## src/inc/salr_consts.svh

```systemverilog
// Overview of operation
// RQ1 - Light the keypad display whenever control power is present.
// RQ2 - Permit motor run only with control power, main power and no alarm.
// RQ3 - On alarm detection switch the display to the alarm code.
// RQ4 - Blink the orange indicator every half second while an alarm stands.
// RQ5 - Host pulses fault clear on then off; the release is a reset request.
// RQ6 - Keypad test menu item 005 executes an alarm reset.
// RQ7 - Up and down held together one second on alarm screen resets.
// RQ8 - Software alarm reset command clears alarms.
// RQ9 - After a clear show the display item chosen by post-clear select.
// RQ10 - Reset requests clear the resettable alarm class.
// RQ11 - Serious alarms ignore reset requests; only power cycling clears them.
// RQ12 - A keypad reset clears only the alarm currently shown.
// RQ13 - Raise overcurrent when output current exceeds the rated value.
// RQ14 - Report hardware trip and firmware-inferred overcurrent as two codes.
// RQ15 - Raise overspeed when speed exceeds 1.1 times maximum speed.
// RQ16 - Alarms stay latched until a reset their class allows or power cycle.
`ifndef SALR_CONSTS_SVH
`define SALR_CONSTS_SVH
// Register byte offsets
`define SALR_OFF_CTRL 8'h00
`define SALR_OFF_ALARM 8'h04
`define SALR_OFF_INFO 8'h08
`define SALR_OFF_ISTAT 8'h0C
`define SALR_OFF_IMASK 8'h10
`define SALR_OFF_RATED 8'h14
`define SALR_OFF_MAXSPD 8'h18
// Field positions
`define SALR_CTRL_RST_BIT 0
`define SALR_CTRL_SEL_LSB 4
`define SALR_IRQ_RAISE_BIT 0
`define SALR_IRQ_CLEAR_BIT 1
// Alarm vector positions used by the detectors
`define SALR_AL_OC_HW 0
`define SALR_AL_OC_FW 1
`define SALR_AL_OSPD 2
// Alarms that a reset request may clear
`define SALR_RESETTABLE 29'h1077D81F
// Reset values
`define SALR_RST_RATED 16'hFFFF
`define SALR_RST_MAXSPD 16'hFFFF
`define SALR_RST_SEL 4'h0
// Timing
`define SALR_CLK_KHZ 50000
`define SALR_BLINK_MS 500
`define SALR_HOLD_MS 1000
`define SALR_BLINK_CYC (`SALR_BLINK_MS * `SALR_CLK_KHZ)
`define SALR_HOLD_CYC (`SALR_HOLD_MS * `SALR_CLK_KHZ)
`endif

```

## src/inc/salr_pkg.sv

```systemverilog
package salr_pkg;
    localparam int SALR_N_ALARMS = 29;
    // Synchronised pin group
    typedef struct packed {
        logic ctrl_pwr;   // Control power present
        logic main_pwr;   // Main circuit power present
        logic fault_clr;  // Host fault clear sequence input
        logic key_up;     // Up key pressed
        logic key_down;   // Down key pressed
        logic oc_hw_trip; // Transistor overcurrent trip
    } salr_pins_t;
    // Keypad display and indicator group
    typedef struct packed {
        logic lit;
        logic show_alarm;
        logic [4:0] code;
        logic [3:0] item;
        logic led_orange;
    } salr_disp_t;
    typedef enum logic [2:0] {
        ST_STATUS = 3'b001,
        ST_ALARM = 3'b010,
        ST_POST = 3'b100
    } salr_state_t;
endpackage

```

## src/logic/salr_top.sv

```systemverilog
// The implementer's own choices: the AXI4-Lite register port and the register offsets.
`include "salr_consts.svh"
module salr_top import salr_pkg::*; #(
    parameter int BLINK_CYC = `SALR_BLINK_CYC,
    parameter int HOLD_CYC = `SALR_HOLD_CYC
) (
    input wire logic core_clk, // System clock
    input wire logic reset_n, // Async reset, also power cycle
    input wire salr_pins_t pins, // Asynchronous pins
    input wire logic [SALR_N_ALARMS-1:0] alarm_det, // Detector levels
    input wire logic keypad_test_menu_item, // Keypad reset execute pulse
    input wire logic [15:0] current_meas, // Output current sample
    input wire logic [15:0] speed_meas, // Motor speed sample
    input wire logic [7:0] s_axi_awaddr, // Write address
    input wire logic s_axi_awvalid, // Write address valid
    output logic s_axi_awready, // Write address ready
    input wire logic [31:0] s_axi_wdata, // Write data
    input wire logic [3:0] s_axi_wstrb, // Write strobes
    input wire logic s_axi_wvalid, // Write data valid
    output logic s_axi_wready, // Write data ready
    output logic [1:0] s_axi_bresp, // Write response
    output logic s_axi_bvalid, // Write response valid
    input wire logic s_axi_bready, // Write response ready
    input wire logic [7:0] s_axi_araddr, // Read address
    input wire logic s_axi_arvalid, // Read address valid
    output logic s_axi_arready, // Read address ready
    output logic [31:0] s_axi_rdata, // Read data
    output logic [1:0] s_axi_rresp, // Read response
    output logic s_axi_rvalid, // Read data valid
    input wire logic s_axi_rready, // Read data ready
    output salr_disp_t disp, // Keypad display and indicator
    output logic charge_led, // Charge indicator
    output logic run_permit, // Motor operation allowed
    output logic irq // Interrupt level
);
    localparam int BW = $clog2(BLINK_CYC + 1);
    localparam int HW = $clog2(HOLD_CYC + 1);
    localparam int N = SALR_N_ALARMS;
    localparam logic [N-1:0] RESMASK = `SALR_RESETTABLE;

    // True for a mapped register offset
    function automatic logic reg_hit(input logic [7:0] a);
        reg_hit = (a == `SALR_OFF_CTRL) || (a == `SALR_OFF_ALARM) ||
            (a == `SALR_OFF_INFO) || (a == `SALR_OFF_ISTAT) ||
            (a == `SALR_OFF_IMASK) || (a == `SALR_OFF_RATED) ||
            (a == `SALR_OFF_MAXSPD);
    endfunction

    // Byte-lane merge of a write
    function automatic logic [31:0] merge(input logic [31:0] old,
        input logic [31:0] nw, input logic [3:0] st);
        logic [31:0] m;
        m = {{8{st[3]}}, {8{st[2]}}, {8{st[1]}}, {8{st[0]}}};
        merge = (old & ~m) | (nw & m);
    endfunction

    // Code of the lowest pending alarm, zero when none
    function automatic logic [4:0] cur_code(input logic [N-1:0] v);
        cur_code = 5'h00;
        for (int i = N - 1; i >= 0; i--)
        begin
            if (v[i])
            begin
                cur_code = 5'(i + 1);
            end
        end
    endfunction

    salr_pins_t s1_r, s2_r;
    logic fclr_d_r;
    logic bvalid_r, bvalid_nxt, rvalid_r, rvalid_nxt;
    logic [1:0] bresp_r, bresp_nxt, rresp_r, rresp_nxt;
    logic [31:0] rdata_r, rdata_nxt;
    logic [3:0] sel_r, sel_nxt;
    logic [1:0] imask_r, imask_nxt, istat_r, istat_nxt;
    logic [15:0] rated_r, rated_nxt, maxspd_r, maxspd_nxt;
    logic sw_req_r, sw_req_nxt;
    logic [N-1:0] alarm_r, alarm_nxt;
    salr_state_t state_r, state_nxt;
    salr_disp_t disp_r, disp_nxt;
    logic [BW-1:0] blink_r, blink_nxt;
    logic [HW-1:0] hold_r, hold_nxt;
    logic led_r, led_nxt;
    logic wr_go, rd_go, seq_req, key_hold_req, key_req, glob_clr, any_r;
    logic [N-1:0] det, key_sel;
    logic [19:0] spd_x10, max_x11;
    logic [31:0] wval;

    // Two-stage synchronisers for every pin
    always_ff @(posedge core_clk or negedge reset_n)
    begin
        if (!reset_n)
        begin
            s1_r <= '0;
            s2_r <= '0;
            fclr_d_r <= 1'b0;
        end
        else
        begin
            s1_r <= pins;
            s2_r <= s1_r;
            fclr_d_r <= s2_r.fault_clr;
        end
    end

    // Bus handshakes: write address and data are taken together
    assign wr_go = s_axi_awvalid && s_axi_wvalid && !bvalid_r;
    assign rd_go = s_axi_arvalid && !rvalid_r;
    assign s_axi_awready = wr_go;
    assign s_axi_wready = wr_go;
    assign s_axi_arready = rd_go;
    assign s_axi_bvalid = bvalid_r;
    assign s_axi_bresp = bresp_r;
    assign s_axi_rvalid = rvalid_r;
    assign s_axi_rresp = rresp_r;
    assign s_axi_rdata = rdata_r;
    assign any_r = |alarm_r;

    // Detectors: two overcurrent codes and overspeed
    assign spd_x10 = {4'h0, speed_meas} * 20'd10;
    assign max_x11 = {4'h0, maxspd_r} * 20'd11;
    always_comb
    begin
        det = alarm_det;
        det[`SALR_AL_OC_HW] = s2_r.oc_hw_trip; // see RQ13 see RQ14
        det[`SALR_AL_OC_FW] = current_meas > rated_r; // see RQ13 see RQ14
        det[`SALR_AL_OSPD] = spd_x10 > max_x11; // see RQ15
    end

    // Reset request sources
    assign seq_req = fclr_d_r && !s2_r.fault_clr; // see RQ5
    assign key_hold_req = (state_r == ST_ALARM) && s2_r.key_up && s2_r.key_down &&
        (hold_r == HW'(HOLD_CYC - 1)); // see RQ7
    assign key_req = keypad_test_menu_item || key_hold_req; // see RQ6
    assign glob_clr = seq_req || sw_req_r; // see RQ8
    assign key_sel = N'(1) << (cur_code(alarm_r) - 5'h01); // see RQ12

    // Register file and bus responses
    always_comb
    begin
        bvalid_nxt = bvalid_r && !s_axi_bready;
        bresp_nxt = bresp_r;
        rvalid_nxt = rvalid_r && !s_axi_rready;
        rresp_nxt = rresp_r;
        rdata_nxt = rdata_r;
        sel_nxt = sel_r;
        imask_nxt = imask_r;
        rated_nxt = rated_r;
        maxspd_nxt = maxspd_r;
        sw_req_nxt = 1'b0;
        wval = 32'h0000_0000;
        istat_nxt = istat_r;
        if (wr_go)
        begin
            bvalid_nxt = 1'b1;
            bresp_nxt = reg_hit(s_axi_awaddr) ? 2'b00 : 2'b10;
            case (s_axi_awaddr)
                `SALR_OFF_CTRL:
                begin
                    wval = merge({24'h0, sel_r, 4'h0}, s_axi_wdata, s_axi_wstrb);
                    sel_nxt = wval[`SALR_CTRL_SEL_LSB +: 4];
                    sw_req_nxt = wval[`SALR_CTRL_RST_BIT];
                end
                `SALR_OFF_ISTAT:
                begin
                    wval = merge(32'h0, s_axi_wdata, s_axi_wstrb);
                    istat_nxt = istat_r & ~wval[1:0];
                end
                `SALR_OFF_IMASK:
                begin
                    wval = merge({30'h0, imask_r}, s_axi_wdata, s_axi_wstrb);
                    imask_nxt = wval[1:0];
                end
                `SALR_OFF_RATED:
                begin
                    wval = merge({16'h0, rated_r}, s_axi_wdata, s_axi_wstrb);
                    rated_nxt = wval[15:0];
                end
                `SALR_OFF_MAXSPD:
                begin
                    wval = merge({16'h0, maxspd_r}, s_axi_wdata, s_axi_wstrb);
                    maxspd_nxt = wval[15:0];
                end
                default: wval = 32'h0000_0000;
            endcase
        end
        // Events set the sticky bits after any clear, so set wins
        if (|(det & ~alarm_r)) istat_nxt[`SALR_IRQ_RAISE_BIT] = 1'b1;
        if (any_r && (alarm_nxt == '0)) istat_nxt[`SALR_IRQ_CLEAR_BIT] = 1'b1;
        if (rd_go)
        begin
            rvalid_nxt = 1'b1;
            rresp_nxt = reg_hit(s_axi_araddr) ? 2'b00 : 2'b10;
            case (s_axi_araddr)
                `SALR_OFF_CTRL: rdata_nxt = {24'h0, sel_r, 4'h0};
                `SALR_OFF_ALARM: rdata_nxt = {3'h0, alarm_r};
                `SALR_OFF_INFO: rdata_nxt = {20'h0, disp_r.led_orange, run_permit,
                    charge_led, disp_r.lit, 3'h0, disp_r.code};
                `SALR_OFF_ISTAT: rdata_nxt = {30'h0, istat_r};
                `SALR_OFF_IMASK: rdata_nxt = {30'h0, imask_r};
                `SALR_OFF_RATED: rdata_nxt = {16'h0, rated_r};
                `SALR_OFF_MAXSPD: rdata_nxt = {16'h0, maxspd_r};
                default: rdata_nxt = 32'h0000_0000;
            endcase
        end
    end

    always_ff @(posedge core_clk or negedge reset_n)
    begin
        if (!reset_n)
        begin
            bvalid_r <= 1'b0;
            bresp_r <= 2'b00;
            rvalid_r <= 1'b0;
            rresp_r <= 2'b00;
            rdata_r <= 32'h0000_0000;
            sel_r <= `SALR_RST_SEL;
            imask_r <= 2'h0;
            istat_r <= 2'h0;
            rated_r <= `SALR_RST_RATED;
            maxspd_r <= `SALR_RST_MAXSPD;
            sw_req_r <= 1'b0;
        end
        else
        begin
            bvalid_r <= bvalid_nxt;
            bresp_r <= bresp_nxt;
            rvalid_r <= rvalid_nxt;
            rresp_r <= rresp_nxt;
            rdata_r <= rdata_nxt;
            sel_r <= sel_nxt;
            imask_r <= imask_nxt;
            istat_r <= istat_nxt;
            rated_r <= rated_nxt;
            maxspd_r <= maxspd_nxt;
            sw_req_r <= sw_req_nxt;
        end
    end

    // Alarm latch, display state and indicator outputs
    always_comb
    begin
        alarm_nxt = alarm_r;
        if (glob_clr) alarm_nxt = alarm_nxt & ~RESMASK; // see RQ10 see RQ11
        if (key_req) alarm_nxt = alarm_nxt & ~(key_sel & RESMASK); // see RQ12 see RQ11
        alarm_nxt = alarm_nxt | det; // see RQ16
        case (state_r)
            ST_STATUS: state_nxt = (|alarm_nxt) ? ST_ALARM : ST_STATUS;
            ST_ALARM: state_nxt = (|alarm_nxt) ? ST_ALARM : ST_POST; // see RQ9
            ST_POST: state_nxt = (|alarm_nxt) ? ST_ALARM : ST_POST;
            default: state_nxt = ST_STATUS;
        endcase
        disp_nxt.lit = s2_r.ctrl_pwr; // see RQ1
        disp_nxt.show_alarm = state_nxt == ST_ALARM; // see RQ3
        disp_nxt.code = cur_code(alarm_nxt); // see RQ3
        disp_nxt.item = (state_nxt == ST_POST) ? sel_r : 4'h0; // see RQ9
        disp_nxt.led_orange = led_r;
    end

    always_ff @(posedge core_clk or negedge reset_n)
    begin
        if (!reset_n)
        begin
            alarm_r <= '0;
            state_r <= ST_STATUS;
            disp_r <= '0;
            charge_led <= 1'b0;
        end
        else
        begin
            alarm_r <= alarm_nxt;
            state_r <= state_nxt;
            disp_r <= disp_nxt;
            charge_led <= s2_r.main_pwr;
        end
    end

    assign disp = disp_r;
    assign run_permit = disp_r.lit && charge_led && !any_r; // see RQ2
    assign irq = |(istat_r & imask_r);

    // Half-second blink and one-second key hold timers
    always_comb
    begin
        blink_nxt = '0;
        led_nxt = 1'b0;
        hold_nxt = '0;
        if (any_r)
        begin
            blink_nxt = (blink_r == BW'(BLINK_CYC - 1)) ? '0 : blink_r + BW'(1);
            led_nxt = (blink_r == BW'(BLINK_CYC - 1)) ? !led_r : led_r; // see RQ4
        end
        if ((state_r == ST_ALARM) && s2_r.key_up && s2_r.key_down)
        begin
            hold_nxt = (hold_r == HW'(HOLD_CYC)) ? hold_r : hold_r + HW'(1); // see RQ7
        end
    end

    always_ff @(posedge core_clk or negedge reset_n)
    begin
        if (!reset_n)
        begin
            blink_r <= '0;
            led_r <= 1'b0;
            hold_r <= '0;
        end
        else
        begin
            blink_r <= blink_nxt;
            led_r <= led_nxt;
            hold_r <= hold_nxt;
        end
    end
endmodule // salr_top

```

## config.mk

```make
export PLATFORM = sky130hd
export DESIGN_NAME = salr_top
export DESIGN_NICKNAME = d
export VERILOG_FILES = /design/src/inc/salr_pkg.sv /design/src/logic/salr_top.sv
export VERILOG_INCLUDE_DIRS = /design/src /design/src/inc
export SDC_FILE = /design/constraint.sdc
export NUM_CORES = 1
export LEC_CHECK = 0
export BUFFER_PORTS_ARGS = -buffer_cell sky130_fd_sc_hd__buf_2
export CAP_MARGIN = 10
export CORE_MARGIN = 2
export CORE_UTILIZATION = 36
export DETAILED_ROUTE_END_ITERATION = 7
export SYNTH_ARGS = -nofsm -noshare
export SYNTH_HDL_FRONTEND = slang
export SYNTH_SLANG_ARGS = --single-unit
```

## constraint.sdc

```tcl
create_clock -name core_clk -period 5.15 [get_ports core_clk]
set_input_delay 0.7725 -clock core_clk [delete_from_list [all_inputs] [get_ports core_clk]]
set_output_delay 0.7725 -clock core_clk [all_outputs]
set_load 0.02 [all_outputs]
```

==> results.toml, run 1 <==
[pwr]
power_uw = 3740
p_clk_share_pct = 37.8
comb_power_share_pct = 21.3
p_int_uw = 2650
pwr-share-seq_pct = 40.9
p_leak_uw = 0.00699
power_switching_uw = 1100
vdd.ir_drop.worst_v = 0.000248
switching_share_pct = 29.4
pwr_density_cell_nw_per_um2 = 257

[clocking]
clk_pin_slew_worst_paths_ns = 0.07
worstSkewPairLatency_ns = 0.45
numCtsBuffers = 17
cts_buffer_depth = 2
cts.sinks = 184
hold_buffers = 0
cts_tree = "yes"
cts-root-buf = "clkbuf_16"
htreeDepth = 4

[synthesis]
synthTopCellsByArea = "dfrtp_1 (31%), ha_1 (11%), dfstp_2 (7.2%), inv_1 (4.7%), nand2_1 (3.7%)"
yosysWarningCount = 0
ys_types = 92
synthArstFlopShare_pct = 100
synth_edf_count = 0
yosys-top-cells-count = "dfrtp_1 (151), inv_1 (150), nand2_1 (118)"
yosysTopAreaCell = "dfrtp_1"
syn_inst = 1301
synth-main-ff-cell = "dfrtp_1"
synth_most_common_cell = "dfrtp_1"
synthDominantCellAreaShare_pct = 31.5
synth_area_um2 = 12000
syn_area_per_cell_um2 = 9.23
ys_seq_area_share_pct = 38.7
ys_seq_elements = 184

[detailed_routing]
drtPass1Iterations = 6
vias = 10200
wirelength_um = 34400
drc = 0
postRouteAntennaNets = 0
wl_per_cell_um = 17.5
drt-vias-per-instance = 5.21
drt_iter0_markers = 707

[placement]
gp_congestion = 0.932
dpl.hpwl_um = 26700
io_buffers = 156

[setup_path]
crit_family = "simple AND/OR/NAND/NOR gates"
cp_num_buf_inv = 3
slowest_stage = "dfstp_2"
critPathKind = "flop to flop"
worstPathRequired_ns = 5.54
cp.arrival_ns = 5.99
r2r_cells = 25
r2r_end = "disp[1]"
critPathMaxFanout = 5
crit_cells = 25
start_kind = "flop"
crit_path_end_kind = "flop"
ff2ff_setup_slack_ns = -0.45
max_stage_delay_ns = 0.59

[global_route]
grt_pass1_wl_um = 54200
grt_pass1_vias = 9996
antenna_found_initial = 2
grt_max_degree = 124
gr-total-overflow = 0
grtUsageTotal_pct = 19.8

[run_status]
status = "complete, but fails checks"
violations = "setup timing"

[floorplanning]
coreArea_um2 = 32700
row_count = 66
io_pins = 183
dieHeight_um = 187
die_area_um2 = 34800
die_w_um = 187
initial_core_util_pct = 36.7

[hold_path]
holdPathStages = 0
min_from = "s2_r[4]"
hp-class = "flop to flop"
min_to = "charge_led"

[job]
cap_violations = 0

[sta]
rsz0062_at_grt = "yes"
setup_violations = 13
max_freq_mhz = 179
period_needed_ns = 5.60
slew_violations = 0
finalWorstSetupSlack_ns = -0.446
finalHoldViolations = 0
skew_ns = 0.0173
worstMarginPinSlew_ns = 1.26
tns_ns = -4.13
finalCritPeriodShare_pct = 109
relSlewSlack_pct = 15.9

[cells_and_area]
seqCellArea_um2 = 4650
nets = 1749
multiInputGateArea_um2 = 6870
drive_gt1_share_pct = 25.7
area_delta_synth_final_pct = 21.4
diodes = 0
fill_cells = 3193
## how the worst max path moves through the flow
stage	startpoint	endpoint	slack [ns]
4_1_cts	flop	disp[1]	-0.37
3_5_place_dp	speed_meas[1]	disp[2]	-0.67
5_1_grt	flop	disp[1]	-0.73
2_1_floorplan	flop	disp[2]	-0.14
3_3_place_gp	speed_meas[1]	disp[4]	-0.47
6_report	flop	disp[1]	-0.45
## metrics by stage
stage	setup slack [ns]	hold WS, ns	instance area (µm²)	util, %	std cells
finish	-0.446	0.351	14600	44.6	1962
global route	-0.727	0.357	14600	44.6	1962
CTS	-0.369	0.351	14500	44.2	1960
detailed placement	-0.671	0.335	13600	41.7	1919
global placement	-0.474	0.332	13600	41.7	1919
floorplan	-0.137	0.331	12100	-	1305
## power groups by stage
| stage | combinational, µW | sequential [µW] | clock [µW] |
|---|---|---|---|
| after floorplan | 467 | 1540 | 0 |
| after global placement | 719 | 1560 | 0 |
| after detailed placement | 733 | 1560 | 0 |
| after CTS | 776 | 1530 | 1440 |
| after global routing | 894 | 1530 | 1510 |
| final | 798 | 1530 | 1420 |
## per-layer routing
| layer | global-route usage [%] | wire length, µm | up-vias |
|---|---|---|---|
| met5 | 0 | 13 | - |
| met4 | 5.56 | 750 | 2 |
| met3 | 5.10 | 2160 | 43 |
| met2 | 31.4 | 15700 | 267 |
| met1 | 26.7 | 15700 | 4953 |
| li1 | - | - | 4957 |
## area by class of cell
| class | count | area share (%) |
|---|---|---|
| inverters | 150 | 3.86 |
| flip-flops and latches | 184 | 31.9 |
| repair buffers | 224 | 9.03 |
| clock inverters | 12 | 1.10 |
| clock buffers | 20 | 3.20 |
| well taps | 442 | 3.80 |
| multi-input cells | 930 | 47.1 |
## worst register-to-register path, cell delays in order, from the launching register on
cell and delay (ns):
dfstp_2 0.59, ha_1 0.24, inv_1 0.07, fa_1 0.40, inv_1 0.07, ha_1 0.24
inv_2 0.08, o21ai_2 0.08, a211oi_4 0.23, o31ai_2 0.12, or4_4 0.44, o311ai_4 0.09
o21bai_2 0.12, a41o_1 0.27, xnor2_1 0.14, ha_1 0.30, nand4_1 0.18, nor2_4 0.18
nand3_2 0.11, nor4_4 0.34, a21oi_4 0.08, nor4_4 0.18, nand4_2 0.18, nor4_4 0.35
nor3b_4 0.28, and2_1 0.16
## logic make-up after synthesis
| kind of cell | count (synthesis) | synth area share [%] |
|---|---|---|
| other cells | 1 | 0.0312 |
| flops | 184 | 38.7 |
| simple gates | 452 | 19.4 |
| xor+xnor | 70 | 5.11 |
| buf+inv | 191 | 6.44 |
| fa+ha+maj | 115 | 12.9 |
| mux | 17 | 1.58 |
| compound gates | 271 | 15.9 |
## timing repair
item                                    4_1_cts  5_1_grt
endpoints found under the setup margin       14       16
pin swaps                                    10       22
gates resized for setup                      27       20
buffers inserted                              9        8
## layout by cell type (no fill, tap or decap), drive strengths merged, types with 6 or more instances in the layout
cell,count
buf,223
inv,154
dfrtp,151
nand2,119
nor2,115
ha,101
a21oi,74
o21ai,60
nand3,45
xor2,36
xnor2,34
dfstp,33
a21o,25
nor3,24
nand2b,22
clkbuf,21
nand4,19
and3,17
or2,17
mux2,16
a222oi,14
fa,14
a31oi,13
nor4,13
or3,11
nor2b,11
and2,8
a41oi,8
or4,7
nor3b,7
a22o,6
Power figures use the tool's default switching activity.
==> run 2, diff against run 1 <==
--- a/config.mk
+++ b/config.mk
@@ -11,6 +11,7 @@
 export CORE_MARGIN = 2
 export CORE_UTILIZATION = 36
 export DETAILED_ROUTE_END_ITERATION = 7
+export SETUP_SLACK_MARGIN = 0.15
 export SYNTH_ARGS = -nofsm -noshare
 export SYNTH_HDL_FRONTEND = slang
 export SYNTH_SLANG_ARGS = --single-unit
==> results.toml, run 2 (synthesis gave the netlist of run 1 again) <==
[detailed_routing]
drtPass1Iterations = 7
drt-vias-per-instance = 5.19
postRouteAntennaNets = 0
drt_iter0_markers = 733
vias = 10200
wirelength_um = 34100
drc = 0
wl_per_cell_um = 17.4

[sta]
rsz0062_at_grt = "yes"
worstMarginPinSlew_ns = 1.06
timing.hold.ws_ns = 0.341
finalHoldViolations = 0
period_needed_ns = 5.62
relSlewSlack_pct = 28.7
max_freq_mhz = 178
skew_ns = 0.0141
finalWorstSetupSlack_ns = -0.470
setup_violations = 12
finalCritPeriodShare_pct = 109
slew_violations = 0

[cells_and_area]
area_delta_synth_final_pct = 20.9
layout.cells.most_common = "buf_2"
mostFrequentLayoutCells = "buf_2 (155), dfrtp_1 (151), inv_1 (144)"
nets = 1748
fill_cells = 3220
instances_no_fill = 1964
drive_gt1_share_pct = 25.7
fin_util_pct = 44.4
final_cell_area_um2 = 14500

[floorplanning]
io_pins = 183
coreArea_um2 = 32700
row_count = 66
die_w_um = 187
die_area_um2 = 34800
initial_core_util_pct = 36.7
dieHeight_um = 187

[global_route]
gr-total-overflow = 0
grtUsageTotal_pct = 19.6
grt_pass1_vias = 10000
gr-max-usage-layer = "met2"
grt_pass1_wl_um = 53800
grtUsageMet2_pct = 30.5
met3_usage_pct = 4.06
use_met1_pct = 27.3
grt_max_degree = 119
antenna_found_initial = 3

[pwr]
pwr-share-seq_pct = 42.4
switching_share_pct = 30.3
pwr_density_cell_nw_per_um2 = 249
power_uw = 3620
p_leak_uw = 0.00697
p_clk_share_pct = 35.5
power_switching_uw = 1100
p_int_uw = 2520
vdd.ir_drop.worst_v = 0.000229
comb_power_share_pct = 22.1

[clocking]
cts-root-buf = "clkbuf_16"
cts_tree = "yes"
cts_buffer_depth = 2
hold_buffers = 0
clk_pin_slew_worst_paths_ns = 0.08
worstSkewPairLatency_ns = 0.44
cts.sinks = 184
numCtsBuffers = 17
htreeDepth = 4

[setup_path]
worstPathRequired_ns = 5.53
ff2ff_setup_slack_ns = -0.47
r2r_cells = 25
crit_top_cell = "nor4_4"
crit_path_end_kind = "flop"
max_stage_delay_ns = 0.58
critPathKind = "flop to flop"
slowest_stage = "dfstp_2"
r2r_end = "disp[2]"
start_kind = "flop"
critPathMaxFanout = 5
cp.arrival_ns = 6.00
critPathCapture = "disp[2]"

[placement]
dpl.hpwl_um = 26400
placed_area_um2 = 13600
dp_cells = 1917
io_buffers = 156
gp_congestion = 0.912

[run_status]
violations = "setup timing"
status = "complete, but fails checks"

[hold_path]
hp-class = "input port to asynchronous set/reset pin"

[job]
cap_violations = 0
## run 2: cell count changes in the layout (fill, tap and decap cells not counted), moves of 2 or more
cell / delta
a21oi_1: -2
a21oi_2: +2
buf_6: -2
bufinv_16: -3
diode_2: +3
## run 2: power by group through the flow
stage,clock network [µW],registers (µW),logic [µW]
floorplan,0,1540,467
global route,1380,1530,891
detailed placement,0,1560,729
CTS,1310,1530,752
finish,1280,1530,801
global placement,0,1560,717
## run 2: critical path: cells and delay by family, from the launching register on
kind,cells,cell delay (ns)
xor+xnor,1,0.13
compound gates,8,1.16
simple gates,10,2.41
flops,1,0.58
buf+inv,2,0.08
fa+ha+maj,4,1.16
## run 2: area by class of cell
cell class                 count  area [µm²]  area share, %
multi-input combinational    930        6870           47.3
sequential                   184        4650           32.0
timing repair buffer         223        1310           9.02
inverter                     150         563           3.88
tap                          442         553           3.81
clock buffer                  22         484           3.34
clock inverter                10        83.8          0.577
antenna                        3        7.51         0.0517
## run 2: repair_timing
action | in CTS | in global routing
pin swaps | 26 | 32
setup buffers | 5 | 6
hold endpoints to repair | 0 | 0
gates resized for setup | 19 | 29
setup endpoints to repair | 16 | 16
cloned | 0 | 0
## run 2: worst min path at each step
| stage | start | endpoint | slack [ns] | cells after the start |
|---|---|---|---|---|
| 2_1_floorplan | s2_r[4] | charge_led | 0.33 | 0 |
| 3_3_place_gp | s1_r[4] | s2_r[4] | 0.33 | 0 |
| 3_5_place_dp | disp_nxt[11] | disp[11] | 0.34 | 0 |
| 4_1_cts | disp_nxt[11] | disp[11] | 0.35 | 0 |
| 5_1_grt | disp_nxt[11] | disp[11] | 0.35 | 0 |
| 6_report | reset_n | s1_r[1] | 0.34 | 1 |
## run 2: stage by stage
step	setup TNS [ns]	worst slack (ns)
floorplan	-0.575	-0.137
global placement	-4.31	-0.484
detailed placement	-7.06	-0.731
global route	-8.60	-0.815
CTS	-3.80	-0.443
finish	-4.17	-0.470
## run 2: layer usage
metal,wire [µm],vias to the layer above
met5,0,-
met4,712,0
met3,2020,40
met2,15600,301
met1,15800,4891
li1,-,4956
